==> src/vbs_params.svh <==
// Register map, field positions, reset values and timing counts of the band select controller.
`ifndef VBS_PARAMS_SVH
`define VBS_PARAMS_SVH

// Register byte addresses.
`define VBS_ADDR_CTRL      8'h00
`define VBS_ADDR_B1_CFG    8'h04
`define VBS_ADDR_B1_FRAC   8'h08
`define VBS_ADDR_B2_CFG    8'h0c
`define VBS_ADDR_B2_FRAC   8'h10
`define VBS_ADDR_READBACK  8'h14
`define VBS_ADDR_CAL       8'h18

// Control register bit positions.
`define VBS_CTRL_RELOCK    0
`define VBS_CTRL_SW        1
`define VBS_CTRL_MODE      2
`define VBS_CTRL_BOTH      3
`define VBS_CTRL_CALEN     4
`define VBS_CTRL_OUT4SEL   5
`define VBS_CTRL_OUT4VAL   6

// Bank configuration fields: LO frequency in MHz and pump current.
`define VBS_CFG_LO_MSB     15
`define VBS_CFG_PUMP_LSB   16
`define VBS_CFG_PUMP_MSB   21

// Reset values and band limits.
`define VBS_PUMP_DEFAULT   6'h1f
`define VBS_PUMP_MAX       6'h3f
`define VBS_CFG_RESET      22'h1f0000
`define VBS_BAND_LAST      7'h7f
`define VBS_BAND_FIRST     7'h00
`define VBS_DIV_LOG2_MIN   3'h1
`define VBS_DIV_LOG2_MAX   3'h5

// Oscillator frequency plan in MHz.
`define VBS_VCO_MIN_MHZ    21'h00a8c
`define VBS_OSC0_TOP_MHZ   21'h00d48
`define VBS_OSC1_TOP_MHZ   21'h00fa0

// Band settling time per capacitance step.
`define VBS_CLK_PERIOD_NS  10
`define VBS_BAND_SETTLE_NS 1000
`define VBS_BAND_SETTLE_CYC ((`VBS_BAND_SETTLE_NS + `VBS_CLK_PERIOD_NS - 1) / `VBS_CLK_PERIOD_NS)

`endif

==> src/vbs_pkg.sv <==
// Types shared by the band select controller.
package vbs_pkg;

  // Band search sequencer states, one-hot.
  typedef enum logic [4:0] {
    VBS_ST_IDLE   = 5'h01,
    VBS_ST_PICK   = 5'h02,
    VBS_ST_SETTLE = 5'h04,
    VBS_ST_JUDGE  = 5'h08,
    VBS_ST_DONE   = 5'h10
  } vbs_state_t;

endpackage : vbs_pkg

==> src/vbs_sync3.sv <==
// Three-stage synchroniser with agreement filter for pin inputs.
`timescale 1ns/1ps
module vbs_sync3 #(
  parameter int WIDTH = 4
) (
  // Clock and reset.
  input  wire logic             sys_clk,
  input  wire logic             resetn,
  // Asynchronous inputs and their filtered copies.
  input  wire logic [WIDTH-1:0] async_in,
  output logic      [WIDTH-1:0] sync_out
);

  genvar i;

  ////////////////////////////////////////////////////////////////////////////
  generate
    for (i = 0; i < WIDTH; i++) begin : g_bit
      logic s1_reg;
      logic s2_reg;
      logic s3_reg;
      logic out_reg;

      // The first stage feeds only the second; a change is taken once stages two and three agree.
      always_ff @(posedge sys_clk or negedge resetn) begin
        if (!resetn) begin
          s1_reg  <= 1'b0;
          s2_reg  <= 1'b0;
          s3_reg  <= 1'b0;
          out_reg <= 1'b0;
        end else begin
          s1_reg <= async_in[i];
          s2_reg <= s1_reg;
          s3_reg <= s2_reg;
          if (s2_reg == s3_reg) begin
            out_reg <= s3_reg;
          end
        end
      end

      assign sync_out[i] = out_reg;
    end
  endgenerate

endmodule // vbs_sync3

==> src/vbs_ctrl.sv <==
// Band select, LO routing and register file of the synthesizer controller.
`timescale 1ns/1ps
`include "vbs_params.svh"
module vbs_ctrl
  import vbs_pkg::*;
(
  // Clock and reset.
  input  wire logic        sys_clk,
  input  wire logic        resetn,
  // AXI4-Lite write channels.
  input  wire logic        s_axi_awvalid,
  output logic             s_axi_awready,
  input  wire logic [7:0]  s_axi_awaddr,
  input  wire logic        s_axi_wvalid,
  output logic             s_axi_wready,
  input  wire logic [31:0] s_axi_wdata,
  input  wire logic [3:0]  s_axi_wstrb,
  output logic             s_axi_bvalid,
  input  wire logic        s_axi_bready,
  output logic [1:0]       s_axi_bresp,
  // AXI4-Lite read channels.
  input  wire logic        s_axi_arvalid,
  output logic             s_axi_arready,
  input  wire logic [7:0]  s_axi_araddr,
  output logic             s_axi_rvalid,
  input  wire logic        s_axi_rready,
  output logic [31:0]      s_axi_rdata,
  output logic [1:0]       s_axi_rresp,
  // Hardware pins and analog status.
  input  wire logic        lo_enable_trigger,
  input  wire logic        mode_pin,
  input  wire logic        lock_window_in,
  input  wire logic        vco_fast_in,
  input  wire logic [5:0]  vco_gain_code,
  // Analog core controls.
  output logic             analog_enable,
  output logic [1:0]       osc_sel,
  output logic [6:0]       band_code_out,
  output logic [2:0]       lo_divide_ratio,
  output logic [23:0]      frac_word_out,
  output logic [5:0]       pump_current_out,
  output logic             mixer1_enable,
  output logic             mixer2_enable,
  output logic             second_synth_bank,
  output logic             search_busy,
  // Status pins.
  output logic             lock_flag,
  output logic             general_output_four
);

  ////////////////////////////////////////////////////////////////////////////
  // Declarations.
  logic [3:0]  pin_sync;
  logic        en_s;
  logic        mode_s;
  logic        lock_s;
  logic        fast_s;
  logic        en_d_reg;
  logic        en_rise;
  logic        awready_reg;
  logic        wready_reg;
  logic        bvalid_reg;
  logic [1:0]  bresp_reg;
  logic [7:0]  awaddr_reg;
  logic [31:0] wdata_reg;
  logic [3:0]  wstrb_reg;
  logic        arready_reg;
  logic        rvalid_reg;
  logic [31:0] rdata_reg;
  logic [1:0]  rresp_reg;
  logic        wr_fire;
  logic        wr_hit;
  logic [31:0] rd_word;
  logic        rd_hit;
  logic [6:1]  ctrl_reg;
  logic        relock_reg;
  logic [21:0] bank_cfg_reg [0:1];
  logic [23:0] bank_frac_reg [0:1];
  logic [1:0]  bank_hit;
  vbs_state_t  state_reg;
  logic        trig_pend_reg;
  logic        start;
  logic [7:0]  settle_cnt_reg;
  logic [6:0]  band_work_reg;
  logic [6:0]  coarse_band_code_reg;
  logic        coarse_tune_fail_flag_reg;
  logic [5:0]  cal_pump_reg;
  logic [1:0]  osc_sel_reg;
  logic [2:0]  div_log2_reg;
  logic [2:0]  div_log2_calc;
  logic [1:0]  osc_calc;
  logic [20:0] vco_mhz_calc;
  logic [15:0] lo_mhz;
  logic        mode_eff;
  logic        bank_sel_reg;
  logic        mixer1_reg;
  logic        mixer2_reg;
  logic [23:0] frac_out_reg;
  logic [5:0]  pump_out_reg;
  logic        lock_reg;
  logic        out_four_reg;
  logic        analog_en_reg;
  logic        busy_reg;

  // Byte-lane merge for register writes.
  function automatic logic [31:0] merge(input logic [31:0] old_v, input logic [31:0] new_v,
                                        input logic [3:0] strb);
    logic [31:0] res;
    res = old_v;
    for (int b = 0; b < 4; b++) begin
      if (strb[b]) begin
        res[8*b +: 8] = new_v[8*b +: 8];
      end
    end
    return res;
  endfunction

  ////////////////////////////////////////////////////////////////////////////
  // Pin synchronisation and enable edge.
  vbs_sync3 #(.WIDTH(4)) u_sync (
    .sys_clk  (sys_clk),
    .resetn   (resetn),
    .async_in ({vco_fast_in, lock_window_in, mode_pin, lo_enable_trigger}),
    .sync_out (pin_sync)
  );
  assign en_s   = pin_sync[0];
  assign mode_s = pin_sync[1];
  assign lock_s = pin_sync[2];
  assign fast_s = pin_sync[3];
  assign en_rise = en_s & ~en_d_reg;

  // Edge history of the enable pin, which also powers the analog core.
  always_ff @(posedge sys_clk or negedge resetn) begin
    if (!resetn) begin
      en_d_reg      <= 1'b0;
      analog_en_reg <= 1'b0;
    end else begin
      en_d_reg      <= en_s;
      analog_en_reg <= en_s;
    end
  end

  ////////////////////////////////////////////////////////////////////////////
  // AXI4-Lite write path: address and data are taken in either order.
  assign wr_fire = !awready_reg && !wready_reg && !bvalid_reg;

  always_ff @(posedge sys_clk or negedge resetn) begin
    if (!resetn) begin
      awready_reg <= 1'b1;
      wready_reg  <= 1'b1;
      bvalid_reg  <= 1'b0;
      bresp_reg   <= 2'h0;
      awaddr_reg  <= 8'h00;
      wdata_reg   <= 32'h0;
      wstrb_reg   <= 4'h0;
    end else begin
      if (s_axi_awvalid && awready_reg) begin
        awready_reg <= 1'b0;
        awaddr_reg  <= s_axi_awaddr;
      end else if (bvalid_reg && s_axi_bready) begin
        awready_reg <= 1'b1;
      end
      if (s_axi_wvalid && wready_reg) begin
        wready_reg <= 1'b0;
        wdata_reg  <= s_axi_wdata;
        wstrb_reg  <= s_axi_wstrb;
      end else if (bvalid_reg && s_axi_bready) begin
        wready_reg <= 1'b1;
      end
      if (wr_fire) begin
        bvalid_reg <= 1'b1;
        bresp_reg  <= wr_hit ? 2'h0 : 2'h2;
      end else if (bvalid_reg && s_axi_bready) begin
        bvalid_reg <= 1'b0;
      end
    end
  end

  // Writable addresses; read-only ones answer with an error on write.
  assign bank_hit[0] = (awaddr_reg == `VBS_ADDR_B1_CFG) || (awaddr_reg == `VBS_ADDR_B1_FRAC);
  assign bank_hit[1] = (awaddr_reg == `VBS_ADDR_B2_CFG) || (awaddr_reg == `VBS_ADDR_B2_FRAC);
  assign wr_hit = (awaddr_reg == `VBS_ADDR_CTRL) || (|bank_hit);

  // Control bits; the relock request is self clearing and a new write beats the clear.
  always_ff @(posedge sys_clk or negedge resetn) begin
    if (!resetn) begin
      ctrl_reg   <= 6'h00;
      relock_reg <= 1'b0;
    end else begin
      if (wr_fire && (awaddr_reg == `VBS_ADDR_CTRL) && wstrb_reg[0]) begin
        ctrl_reg <= wdata_reg[6:1];
      end
      if (wr_fire && (awaddr_reg == `VBS_ADDR_CTRL) && wstrb_reg[0] &&
          wdata_reg[`VBS_CTRL_RELOCK]) begin
        relock_reg <= 1'b1;
      end else if (start) begin
        relock_reg <= 1'b0;
      end
    end
  end

  // Both parameter banks share one write scheme.
  genvar gb;
  generate
    for (gb = 0; gb < 2; gb++) begin : g_bank
      logic [7:0] cfg_addr;
      assign cfg_addr = (gb == 0) ? `VBS_ADDR_B1_CFG : `VBS_ADDR_B2_CFG;
      always_ff @(posedge sys_clk or negedge resetn) begin
        if (!resetn) begin
          bank_cfg_reg[gb]  <= `VBS_CFG_RESET;
          bank_frac_reg[gb] <= 24'h000000;
        end else if (wr_fire && bank_hit[gb]) begin
          if (awaddr_reg == cfg_addr) begin
            bank_cfg_reg[gb] <= 22'(merge({10'h0, bank_cfg_reg[gb]}, wdata_reg, wstrb_reg));
          end else begin
            bank_frac_reg[gb] <= 24'(merge({8'h0, bank_frac_reg[gb]}, wdata_reg, wstrb_reg));
          end
        end
      end
    end
  endgenerate

  ////////////////////////////////////////////////////////////////////////////
  // AXI4-Lite read path; unmapped addresses return zero with an error.
  always_comb begin
    rd_hit  = 1'b1;
    rd_word = 32'h0;
    case (s_axi_araddr)
      `VBS_ADDR_CTRL:     rd_word = {25'h0, ctrl_reg, relock_reg};
      `VBS_ADDR_B1_CFG:   rd_word = {10'h0, bank_cfg_reg[0]};
      `VBS_ADDR_B1_FRAC:  rd_word = {8'h0, bank_frac_reg[0]};
      `VBS_ADDR_B2_CFG:   rd_word = {10'h0, bank_cfg_reg[1]};
      `VBS_ADDR_B2_FRAC:  rd_word = {8'h0, bank_frac_reg[1]};
      `VBS_ADDR_READBACK: rd_word = {17'h0, div_log2_reg, busy_reg, osc_sel_reg, lock_reg,
                                     coarse_tune_fail_flag_reg, coarse_band_code_reg};
      `VBS_ADDR_CAL:      rd_word = {26'h0, cal_pump_reg};
      default:            rd_hit  = 1'b0;
    endcase
  end

  // Read data is captured when the address is taken, so it is a snapshot.
  always_ff @(posedge sys_clk or negedge resetn) begin
    if (!resetn) begin
      arready_reg <= 1'b1;
      rvalid_reg  <= 1'b0;
      rdata_reg   <= 32'h0;
      rresp_reg   <= 2'h0;
    end else if (s_axi_arvalid && arready_reg) begin
      arready_reg <= 1'b0;
      rvalid_reg  <= 1'b1;
      rdata_reg   <= rd_word;
      rresp_reg   <= rd_hit ? 2'h0 : 2'h2;
    end else if (rvalid_reg && s_axi_rready) begin
      arready_reg <= 1'b1;
      rvalid_reg  <= 1'b0;
    end
  end

  ////////////////////////////////////////////////////////////////////////////
  // Divider and oscillator choice from the active bank's LO frequency.
  assign lo_mhz = bank_cfg_reg[bank_sel_reg][`VBS_CFG_LO_MSB:0];

  always_comb begin
    div_log2_calc = `VBS_DIV_LOG2_MAX;
    for (int k = 5; k >= 1; k--) begin
      if (({5'h00, lo_mhz} << k) >= `VBS_VCO_MIN_MHZ) begin
        div_log2_calc = 3'(k);
      end
    end
    vco_mhz_calc = {5'h00, lo_mhz} << div_log2_calc;
    if (vco_mhz_calc < `VBS_OSC0_TOP_MHZ) begin
      osc_calc = 2'h0;
    end else if (vco_mhz_calc < `VBS_OSC1_TOP_MHZ) begin
      osc_calc = 2'h1;
    end else begin
      osc_calc = 2'h2;
    end
  end

  ////////////////////////////////////////////////////////////////////////////
  // Search triggers; an enable edge during a search is held and served afterwards.
  assign start = (state_reg == VBS_ST_IDLE) && (trig_pend_reg || relock_reg);

  always_ff @(posedge sys_clk or negedge resetn) begin
    if (!resetn) begin
      trig_pend_reg <= 1'b0;
    end else if (en_rise) begin
      trig_pend_reg <= 1'b1;
    end else if (start) begin
      trig_pend_reg <= 1'b0;
    end
  end

  // Band search: capacitance is added one step at a time while the oscillator runs fast.
  always_ff @(posedge sys_clk or negedge resetn) begin
    if (!resetn) begin
      state_reg      <= VBS_ST_IDLE;
      settle_cnt_reg <= 8'h00;
      band_work_reg  <= `VBS_BAND_FIRST;
      osc_sel_reg    <= 2'h0;
      div_log2_reg   <= `VBS_DIV_LOG2_MIN;
      busy_reg       <= 1'b0;
    end else begin
      case (state_reg)
        VBS_ST_IDLE: begin
          if (start) begin
            state_reg <= VBS_ST_PICK;
            busy_reg  <= 1'b1;
          end
        end
        VBS_ST_PICK: begin
          osc_sel_reg    <= osc_calc;
          div_log2_reg   <= div_log2_calc;
          band_work_reg  <= `VBS_BAND_FIRST;
          settle_cnt_reg <= 8'(`VBS_BAND_SETTLE_CYC - 1);
          state_reg      <= VBS_ST_SETTLE;
        end
        VBS_ST_SETTLE: begin
          if (settle_cnt_reg == 8'h00) begin
            state_reg <= VBS_ST_JUDGE;
          end else begin
            settle_cnt_reg <= settle_cnt_reg - 8'h01;
          end
        end
        VBS_ST_JUDGE: begin
          if (fast_s && (band_work_reg != `VBS_BAND_LAST)) begin
            band_work_reg  <= band_work_reg + 7'h01;
            settle_cnt_reg <= 8'(`VBS_BAND_SETTLE_CYC - 1);
            state_reg      <= VBS_ST_SETTLE;
          end else begin
            state_reg <= VBS_ST_DONE;
          end
        end
        VBS_ST_DONE: begin
          state_reg <= VBS_ST_IDLE;
          busy_reg  <= 1'b0;
        end
        default: begin
          state_reg <= VBS_ST_IDLE;
          busy_reg  <= 1'b0;
        end
      endcase
    end
  end

  // Results are published only when a search completes, never mid-search.
  always_ff @(posedge sys_clk or negedge resetn) begin
    if (!resetn) begin
      coarse_band_code_reg      <= `VBS_BAND_FIRST;
      coarse_tune_fail_flag_reg <= 1'b0;
      cal_pump_reg              <= `VBS_PUMP_DEFAULT;
    end else if (state_reg == VBS_ST_DONE) begin
      coarse_band_code_reg      <= band_work_reg;
      coarse_tune_fail_flag_reg <= (band_work_reg == `VBS_BAND_FIRST) ||
                                   (band_work_reg == `VBS_BAND_LAST);
      cal_pump_reg              <= `VBS_PUMP_MAX - vco_gain_code;
    end
  end

  ////////////////////////////////////////////////////////////////////////////
  // Mode picks the bank and mixer; the both-mixer bit enables both mixers.
  assign mode_eff = ctrl_reg[`VBS_CTRL_SW] ? ctrl_reg[`VBS_CTRL_MODE] : mode_s;

  always_ff @(posedge sys_clk or negedge resetn) begin
    if (!resetn) begin
      bank_sel_reg <= 1'b0;
      mixer1_reg   <= 1'b0;
      mixer2_reg   <= 1'b0;
    end else begin
      bank_sel_reg <= mode_eff;
      mixer1_reg   <= ctrl_reg[`VBS_CTRL_BOTH] | ~mode_eff;
      mixer2_reg   <= ctrl_reg[`VBS_CTRL_BOTH] | mode_eff;
    end
  end

  // Active bank words go to the divider and pump; calibration overrides the pump.
  always_ff @(posedge sys_clk or negedge resetn) begin
    if (!resetn) begin
      frac_out_reg <= 24'h000000;
      pump_out_reg <= `VBS_PUMP_DEFAULT;
    end else begin
      frac_out_reg <= bank_frac_reg[bank_sel_reg];
      pump_out_reg <= ctrl_reg[`VBS_CTRL_CALEN] ? cal_pump_reg :
                      bank_cfg_reg[bank_sel_reg][`VBS_CFG_PUMP_MSB:`VBS_CFG_PUMP_LSB];
    end
  end

  // Lock follows the window comparator; output four may show it.
  always_ff @(posedge sys_clk or negedge resetn) begin
    if (!resetn) begin
      lock_reg     <= 1'b0;
      out_four_reg <= 1'b0;
    end else begin
      lock_reg     <= lock_s;
      out_four_reg <= ctrl_reg[`VBS_CTRL_OUT4SEL] ? lock_s : ctrl_reg[`VBS_CTRL_OUT4VAL];
    end
  end

  ////////////////////////////////////////////////////////////////////////////
  // Outputs.
  assign s_axi_awready       = awready_reg;
  assign s_axi_wready        = wready_reg;
  assign s_axi_bvalid        = bvalid_reg;
  assign s_axi_bresp         = bresp_reg;
  assign s_axi_arready       = arready_reg;
  assign s_axi_rvalid        = rvalid_reg;
  assign s_axi_rdata         = rdata_reg;
  assign s_axi_rresp         = rresp_reg;
  assign analog_enable       = analog_en_reg;
  assign osc_sel             = osc_sel_reg;
  assign band_code_out       = band_work_reg;
  assign lo_divide_ratio     = div_log2_reg;
  assign frac_word_out       = frac_out_reg;
  assign pump_current_out    = pump_out_reg;
  assign mixer1_enable       = mixer1_reg;
  assign mixer2_enable       = mixer2_reg;
  assign second_synth_bank   = bank_sel_reg;
  assign search_busy         = busy_reg;
  assign lock_flag           = lock_reg;
  assign general_output_four = out_four_reg;
endmodule // vbs_ctrl

==> config.mk <==
export PLATFORM = sky130hd
export DESIGN_NAME = vbs_ctrl
export DESIGN_NICKNAME = d
export VERILOG_FILES = /design/src/vbs_pkg.sv /design/src/vbs_sync3.sv /design/src/vbs_ctrl.sv
export VERILOG_INCLUDE_DIRS = /design/src
export SDC_FILE = /design/constraint.sdc
export NUM_CORES = 1
export LEC_CHECK = 0
export ABC_AREA = 1
export BUFFER_PORTS_ARGS = -buffer_cell sky130_fd_sc_hd__buf_2
export CORE_MARGIN = 2
export CORE_UTILIZATION = 62
export CTS_CLUSTER_DIAMETER = 150
export DETAILED_ROUTE_END_ITERATION = 16
export PLACE_DENSITY = 0.85
export SYNTH_ARGS = -nofsm -noshare
export SYNTH_HDL_FRONTEND = slang
export SYNTH_HIERARCHICAL = 1
export SYNTH_SLANG_ARGS = --single-unit
==> constraint.sdc <==
create_clock -name sys_clk -period 6.6 [get_ports sys_clk]
set_clock_uncertainty 0.05 [all_clocks]
set_input_delay 0.33 -clock sys_clk [delete_from_list [all_inputs] [get_ports sys_clk]]
set_output_delay 0.33 -clock sys_clk [all_outputs]
set_load 0.02 [all_outputs]
# [After elaboration in Yosys (flattened, before gate mapping)]
# Cells that the tools add are included.
[op_classes] n_reduce_logical=53 addsub=3 bitwise_logic=9 order_cmp=7 mux=42 n_eq_ne=25 n_shift=1
[op_table] cell="$pmux W24 S7" count=1
[op_table] cell="$mux W24" count=3
[op_table] cell="$mux W22" count=3
[op_table] cell="$lt A21 B12 Y1 const B" count=2
[op_table] cell="$reduce_and A3 Y1" count=13
[op_table] cell="$eq A8 B4 Y1 const B" count=4
[op_table] cell="$eq A8 B5 Y1 const B" count=4
[op_table] cell="$logic_not A8 Y1" count=3
[op_table] cell="$pmux W8 S3" count=1
[op_table] cell="$shl A16 B3 Y21" count=1
[op_table] cell="$ge A20 B12 Y1 const B" count=1
[op_table] cell="$pmux W5 S4" count=1
[op_table] cell="$ge A19 B12 Y1 const B" count=1
[op_table] cell="$ge A18 B12 Y1 const B" count=1
[op_table] cell="$ge A17 B12 Y1 const B" count=1
[op_table] cell="$mux W1" count=17
[op_table] cell="$eq A8 B3 Y1 const B" count=2
[op_table] cell="$mux W8" count=2
[op_table] cell="$mux W5" count=3
[op_table] cell="$logic_and A1 B1 Y1" count=14
[op_table] cell="$pmux W7 S2" count=1
[op_table] cell="$reduce_bool A2 Y1" count=7
[op_table] cell="$mux W3" count=3
[op_table] cell="$mux W2" count=4
[op_table] cell="other kinds (28)" count=47
[word_totals] elab_cells=199 output_inout_bits=90 ff_bits=268 inputBits=69

# [Depth between registers and ports, before layout]
[depth] ltp_word=13 ltp_mapped=25 depth_no_buf=23

# [Cells and area by module]
# The synthesis kept the hierarchy.
[by_module_without_submodules] mod="vbs_ctrl" area_each_um2=11065.6 seq_area_each_um2=6087.1 instances=1 cells_per_inst=1345
[by_module_without_submodules] mod="vbs_sync3" area_each_um2=495.5 seq_area_each_um2=400.4 instances=1 cells_per_inst=36

# [Worst setup path before layout]
# No wires, ideal clock.
[synth_timing] kind="register to register" startpoint="register bank_sel_reg (netlist: second_synth_bank)" endpoint="register osc_sel_reg[0] (netlist: osc_sel[0])" synth_period_minus_slack_ps=2528 path_slack_ps=4072 n_path_buf=3 setup_time_ps=117 t_arrival_ps=2361 required_time_ps=6433 stages_incl_launch_ff=21 path_cell_list="dfrtp_1 buf_4 buf_6 nand4_1 a21boi_2 o211ai_1 a21oi_2 nand2_1 buf_4 nand2_1 nand3_1 nand2_1 nand2_1 nand2_1 nand2_1 nor2_1 nand2_1 nand2_1 nor2_1 nand2_1 nand2_1"
[synth_between] elab_chain_len=13 elab_cells_between_ends=17 cone_classes="order compare: 6; shift: 1; mux: 9; bitwise: 1"
[synth_lines] element="from (decl)" line="vbs_ctrl.sv:95" source="logic bank_sel_reg;"
[synth_lines] element="from (signal assigned)" line="vbs_ctrl.sv:370" source="bank_sel_reg <= mode_eff;"
[synth_lines] element="$not A1 Y2 (implied by the code) *" line="vbs_ctrl.sv:261" source="assign lo_mhz = bank_cfg_reg[bank_sel_reg][`VBS_CFG_LO_MSB:0];"
[synth_lines] element="$mux W22 * (3 in a row)"
[synth_lines] element="$ge A20 B12 Y1 (no line)"
[synth_lines] element="$mux W1" line="vbs_ctrl.sv:266" source="if (({5'h00, lo_mhz} << k) >= `VBS_VCO_MIN_MHZ) begin"
[synth_lines] element="$mux W3 (3 in a row)" line="vbs_ctrl.sv:266"
[synth_lines] element="$shl A16 B3 Y21 *" line="vbs_ctrl.sv:270" source="vco_mhz_calc = {5'h00, lo_mhz} << div_log2_calc;"
[synth_lines] element="$lt A21 B12 Y1 (no line)"
[synth_lines] element="$mux W2" line="vbs_ctrl.sv:273" source="end else if (vco_mhz_calc < `VBS_OSC1_TOP_MHZ) begin"
[synth_lines] element="$mux W2 *" line="vbs_ctrl.sv:271" source="if (vco_mhz_calc < `VBS_OSC0_TOP_MHZ) begin"
[synth_lines] element="to (signal assigned)" line="vbs_ctrl.sv:312" source="osc_sel_reg <= osc_calc;"
[synth_lines] element="to (decl)" line="vbs_ctrl.sv:88" source="logic [1:0] osc_sel_reg;"
# Mark *: on every way between the ends. The rest lies on a longest branch, timed or not. The select of a mux whose other input is x is not followed.
# A chain may end at the register's enable or synchronous reset.

# [Worst setup path in the final report]
# Ends and elaborated chain as after synthesis.

==> impl_metrics.py <==
metrics = {
    "run_status": {
        "status": "complete, but fails checks",
        "violations": "hold timing",
    },
    "global_routing": {
        "grt_max_degree": 162,
        "grt-ovfl-total": 0,
        "grt.total_usage": 0.328,
        "antenna_found_initial": 0,
        "grt_pass1_vias": 10147,
        "grt_pass1_wl_um": 51500,
    },
    "clock_tree": {
        "clockBufferDepth": 3,
        "cts.repair.resized": 0,
        "path_clk_slew_ns": 0.07,
        "cts_root_buffer": "clkbuf_16",
        "cts_setup_buffers": 0,
        "cts-buffers-inserted": 26,
        "worstSkewPairLatency_ns": 0.55,
        "h-tree-depth": 1,
        "cts_tree": "built",
        "cts_sinks": 258,
        "hold_buffers": 35,
    },
    "sta": {
        "hold_violations": 1,
        "rsz0062_at_grt": "false",
        "relSlewSlack": 0.238,
        "report.final.slew_viol_count": 0,
        "setup_viol": 0,
        "worstMarginPinSlew_ns": 1.14,
        "fin_crit_ns": 4.23,
        "setup_tns_ns": 0,
        "period_share": 0.641,
        "whs_ns": -0.0000683,
        "fmax_ghz": 0.236,
    },
    "setup_path": {
        "r2r_end": "osc_sel[0]",
        "required_ns": 6.97,
        "cp_max_fo": 55,
        "cp-start-kind": "flip-flop",
        "end_kind": "flip-flop",
        "reg2reg_slack_ns": 2.37,
        "reg2regPathDepth": 19,
        "rr_startpoint": "second_synth_bank",
        "crit_type": "reg -> reg",
        "cp_data_arrival_time_ns": 4.60,
    },
    "yosys": {
        "synth_area_per_cell_um2": 8.37,
        "synth_top_area_cell": "dfrtp_1",
        "synth_edf_count": 0,
        "seq_area_frac_synth": 0.561,
        "synthCells": 1381,
        "synth-async-reset-ratio": 1.00,
        "ys.flop_type": "dfrtp_1",
        "yosys_warnings": 6,
        "synth.distinct_cells": 43,
        "synth_area_leaders": "dfrtp_1 50%, nand2_1 13%, o21ai_0 8.2%",
        "syn_area_um2": 11600,
        "synth.top_cell.area_share": 0.504,
        "synth_seq_cells": 258,
    },
    "cells_and_area": {
        "multi_input_area_um2": 4220,
        "seqCellArea_um2": 6490,
        "layout-drive-gt1-share": 0.149,
        "largest_register_ffs": 48,
        "nFillCells": 1288,
        "syn_to_final_growth_pct": 17.7,
        "final_cell_mix": "414 x nand2_1, 232 x dfrtp_1, 189 x o21ai_0, 146 x inv_1, 138 x buf_2",
        "layout_commonest_cell": "nand2_1",
        "fin_util": 0.750,
        "antenna_cells": 0,
        "layout.nets": 1605,
    },
    "detailed_routing": {
        "route.vias.total": 10329,
        "drt-met1-wl_um": 12700,
        "final_antenna_net_count": 0,
        "vias_per_cell": 5.80,
        "totalWireLength_um": 32200,
        "wl_met2_um": 15400,
        "drt_first_iter_violations": 1048,
        "drc": 0,
        "drtPass1Iterations": 6,
        "routed-wl-met3_um": 2990,
        "wl_per_cell_um": 18.1,
        "top_layer_used": "met4",
    },
    "die": {
        "coreArea_um2": 18100,
        "die-area_um2": 19800,
        "die_w_um": 141,
        "die_h_um": 141,
        "num_io_pins": 159,
        "rows": 49,
        "start_util": 0.637,
    },
    "power_and_ir_drop": {
        "p_per_area_nw_per_um2": 374,
        "ir_drop_v": 0.000315,
        "finalPower_mw": 5.09,
        "p_leak_nw": 6.82,
    },
    "hold_path": {
        "hp-class": "in -> reg",
        "min_to": "wdata_reg[23]",
        "holdPathStages": 3,
        "holdCritStartpoint": "s_axi_wdata[23]",
    },
    "placement": {
        "port-buffer-count": 139,
        "place_hpwl_um": 20300,
        "globalplace.congestion": 0.894,
    },
    "flow_run": {
        "maxCapViolCount": 0,
    },
}
==> worst max path at each step <==
stage	from	to	slack [ns]	depth (start not counted)
finish	second_synth_bank	osc_sel[0]	2.37	19
global route	second_synth_bank	osc_sel[0]	1.96	19
detailed placement	second_synth_bank	osc_sel[0]	2.58	19
floorplan	second_synth_bank	osc_sel[0]	4.07	20
CTS	second_synth_bank	osc_sel[0]	2.47	19
global placement	second_synth_bank	osc_sel[0]	2.56	20
==> Yosys cell counts, drive strengths merged (6+ instances only) <==
master / number
mux2: 6
nand3: 67
dfrtp: 233
a22oi: 6
buf: 26
o21ai: 197
inv: 149
dfstp: 25
o211ai: 8
a221oi: 8
clkbuf: 38
a21oi: 52
nor3: 11
nand4: 8
nor2: 81
nand2: 415
o221ai: 7
o22ai: 9
==> critical path: stages (launching register included) <==
cell and delay [ns]:
dfrtp_2 0.73, buf_4 0.56, nand2_1 0.12, o21ai_0 0.15, a21boi_2 0.37, o211ai_1 0.15, a21oi_2 0.44, nand2_1 0.41
inv_2 0.28, nand3_1 0.16, nand2_1 0.10, nand2_1 0.05, nand2_1 0.06, nand2_1 0.05, nor2_1 0.11, nand2_1 0.06
nand2_1 0.07, nor2_1 0.04, nand2_1 0.07, nand2_1 0.04
==> per-layer routing <==
layer	global-route usage	vias to the layer above
met5	0	-
met2	0.545	566
met3	0.0530	102
met1	0.442	4884
li1	-	4777
met4	0.123	0
==> metrics by stage <==
stage	hold WS [ns]	instances	worst slack [ns]	instance area (um2)
after CTS	0.00102	1781	2.47	13600
final	-0.0000683	1781	2.37	13600
after floorplan	-0.0156	1390	4.07	11600
after global placement	0.283	1698	2.56	12300
after global routing	0.0146	1781	1.96	13600
after detailed placement	0.286	1698	2.58	12300
==> cell families (layout without fill, tap and decap cells) <==
logic type / after synthesis / after routing / synth area share
compound gates: 301 / 301 / 0.144
flops: 258 / 258 / 0.561
other cells: 1 / 10 / 0.000324
buf+inv: 215 / 377 / 0.0767
mux: 6 / 6 / 0.00584
simple gates: 592 / 592 / 0.205
xor+xnor: 4 / 4 / 0.00303
fa+ha+maj: 4 / 4 / 0.00433
==> layout make-up <==
cell class              count  area share
clock inverters            18      0.0179
inverters                 151      0.0417
well taps                 229      0.0211
repair buffers            178      0.0808
flip-flops and latches    258       0.477
multi-input cells         917       0.310
clock buffers              30      0.0511
==> power by group <==
part           leakage, nW  switching, mW  internal, mW
Sequential            3.32          0.200          1.92
Clock                0.453          0.633         0.957
Combinational         3.05          0.962         0.412
Total                 6.82           1.80          3.29
Note: power is estimated with default switching activity, not from simulation.
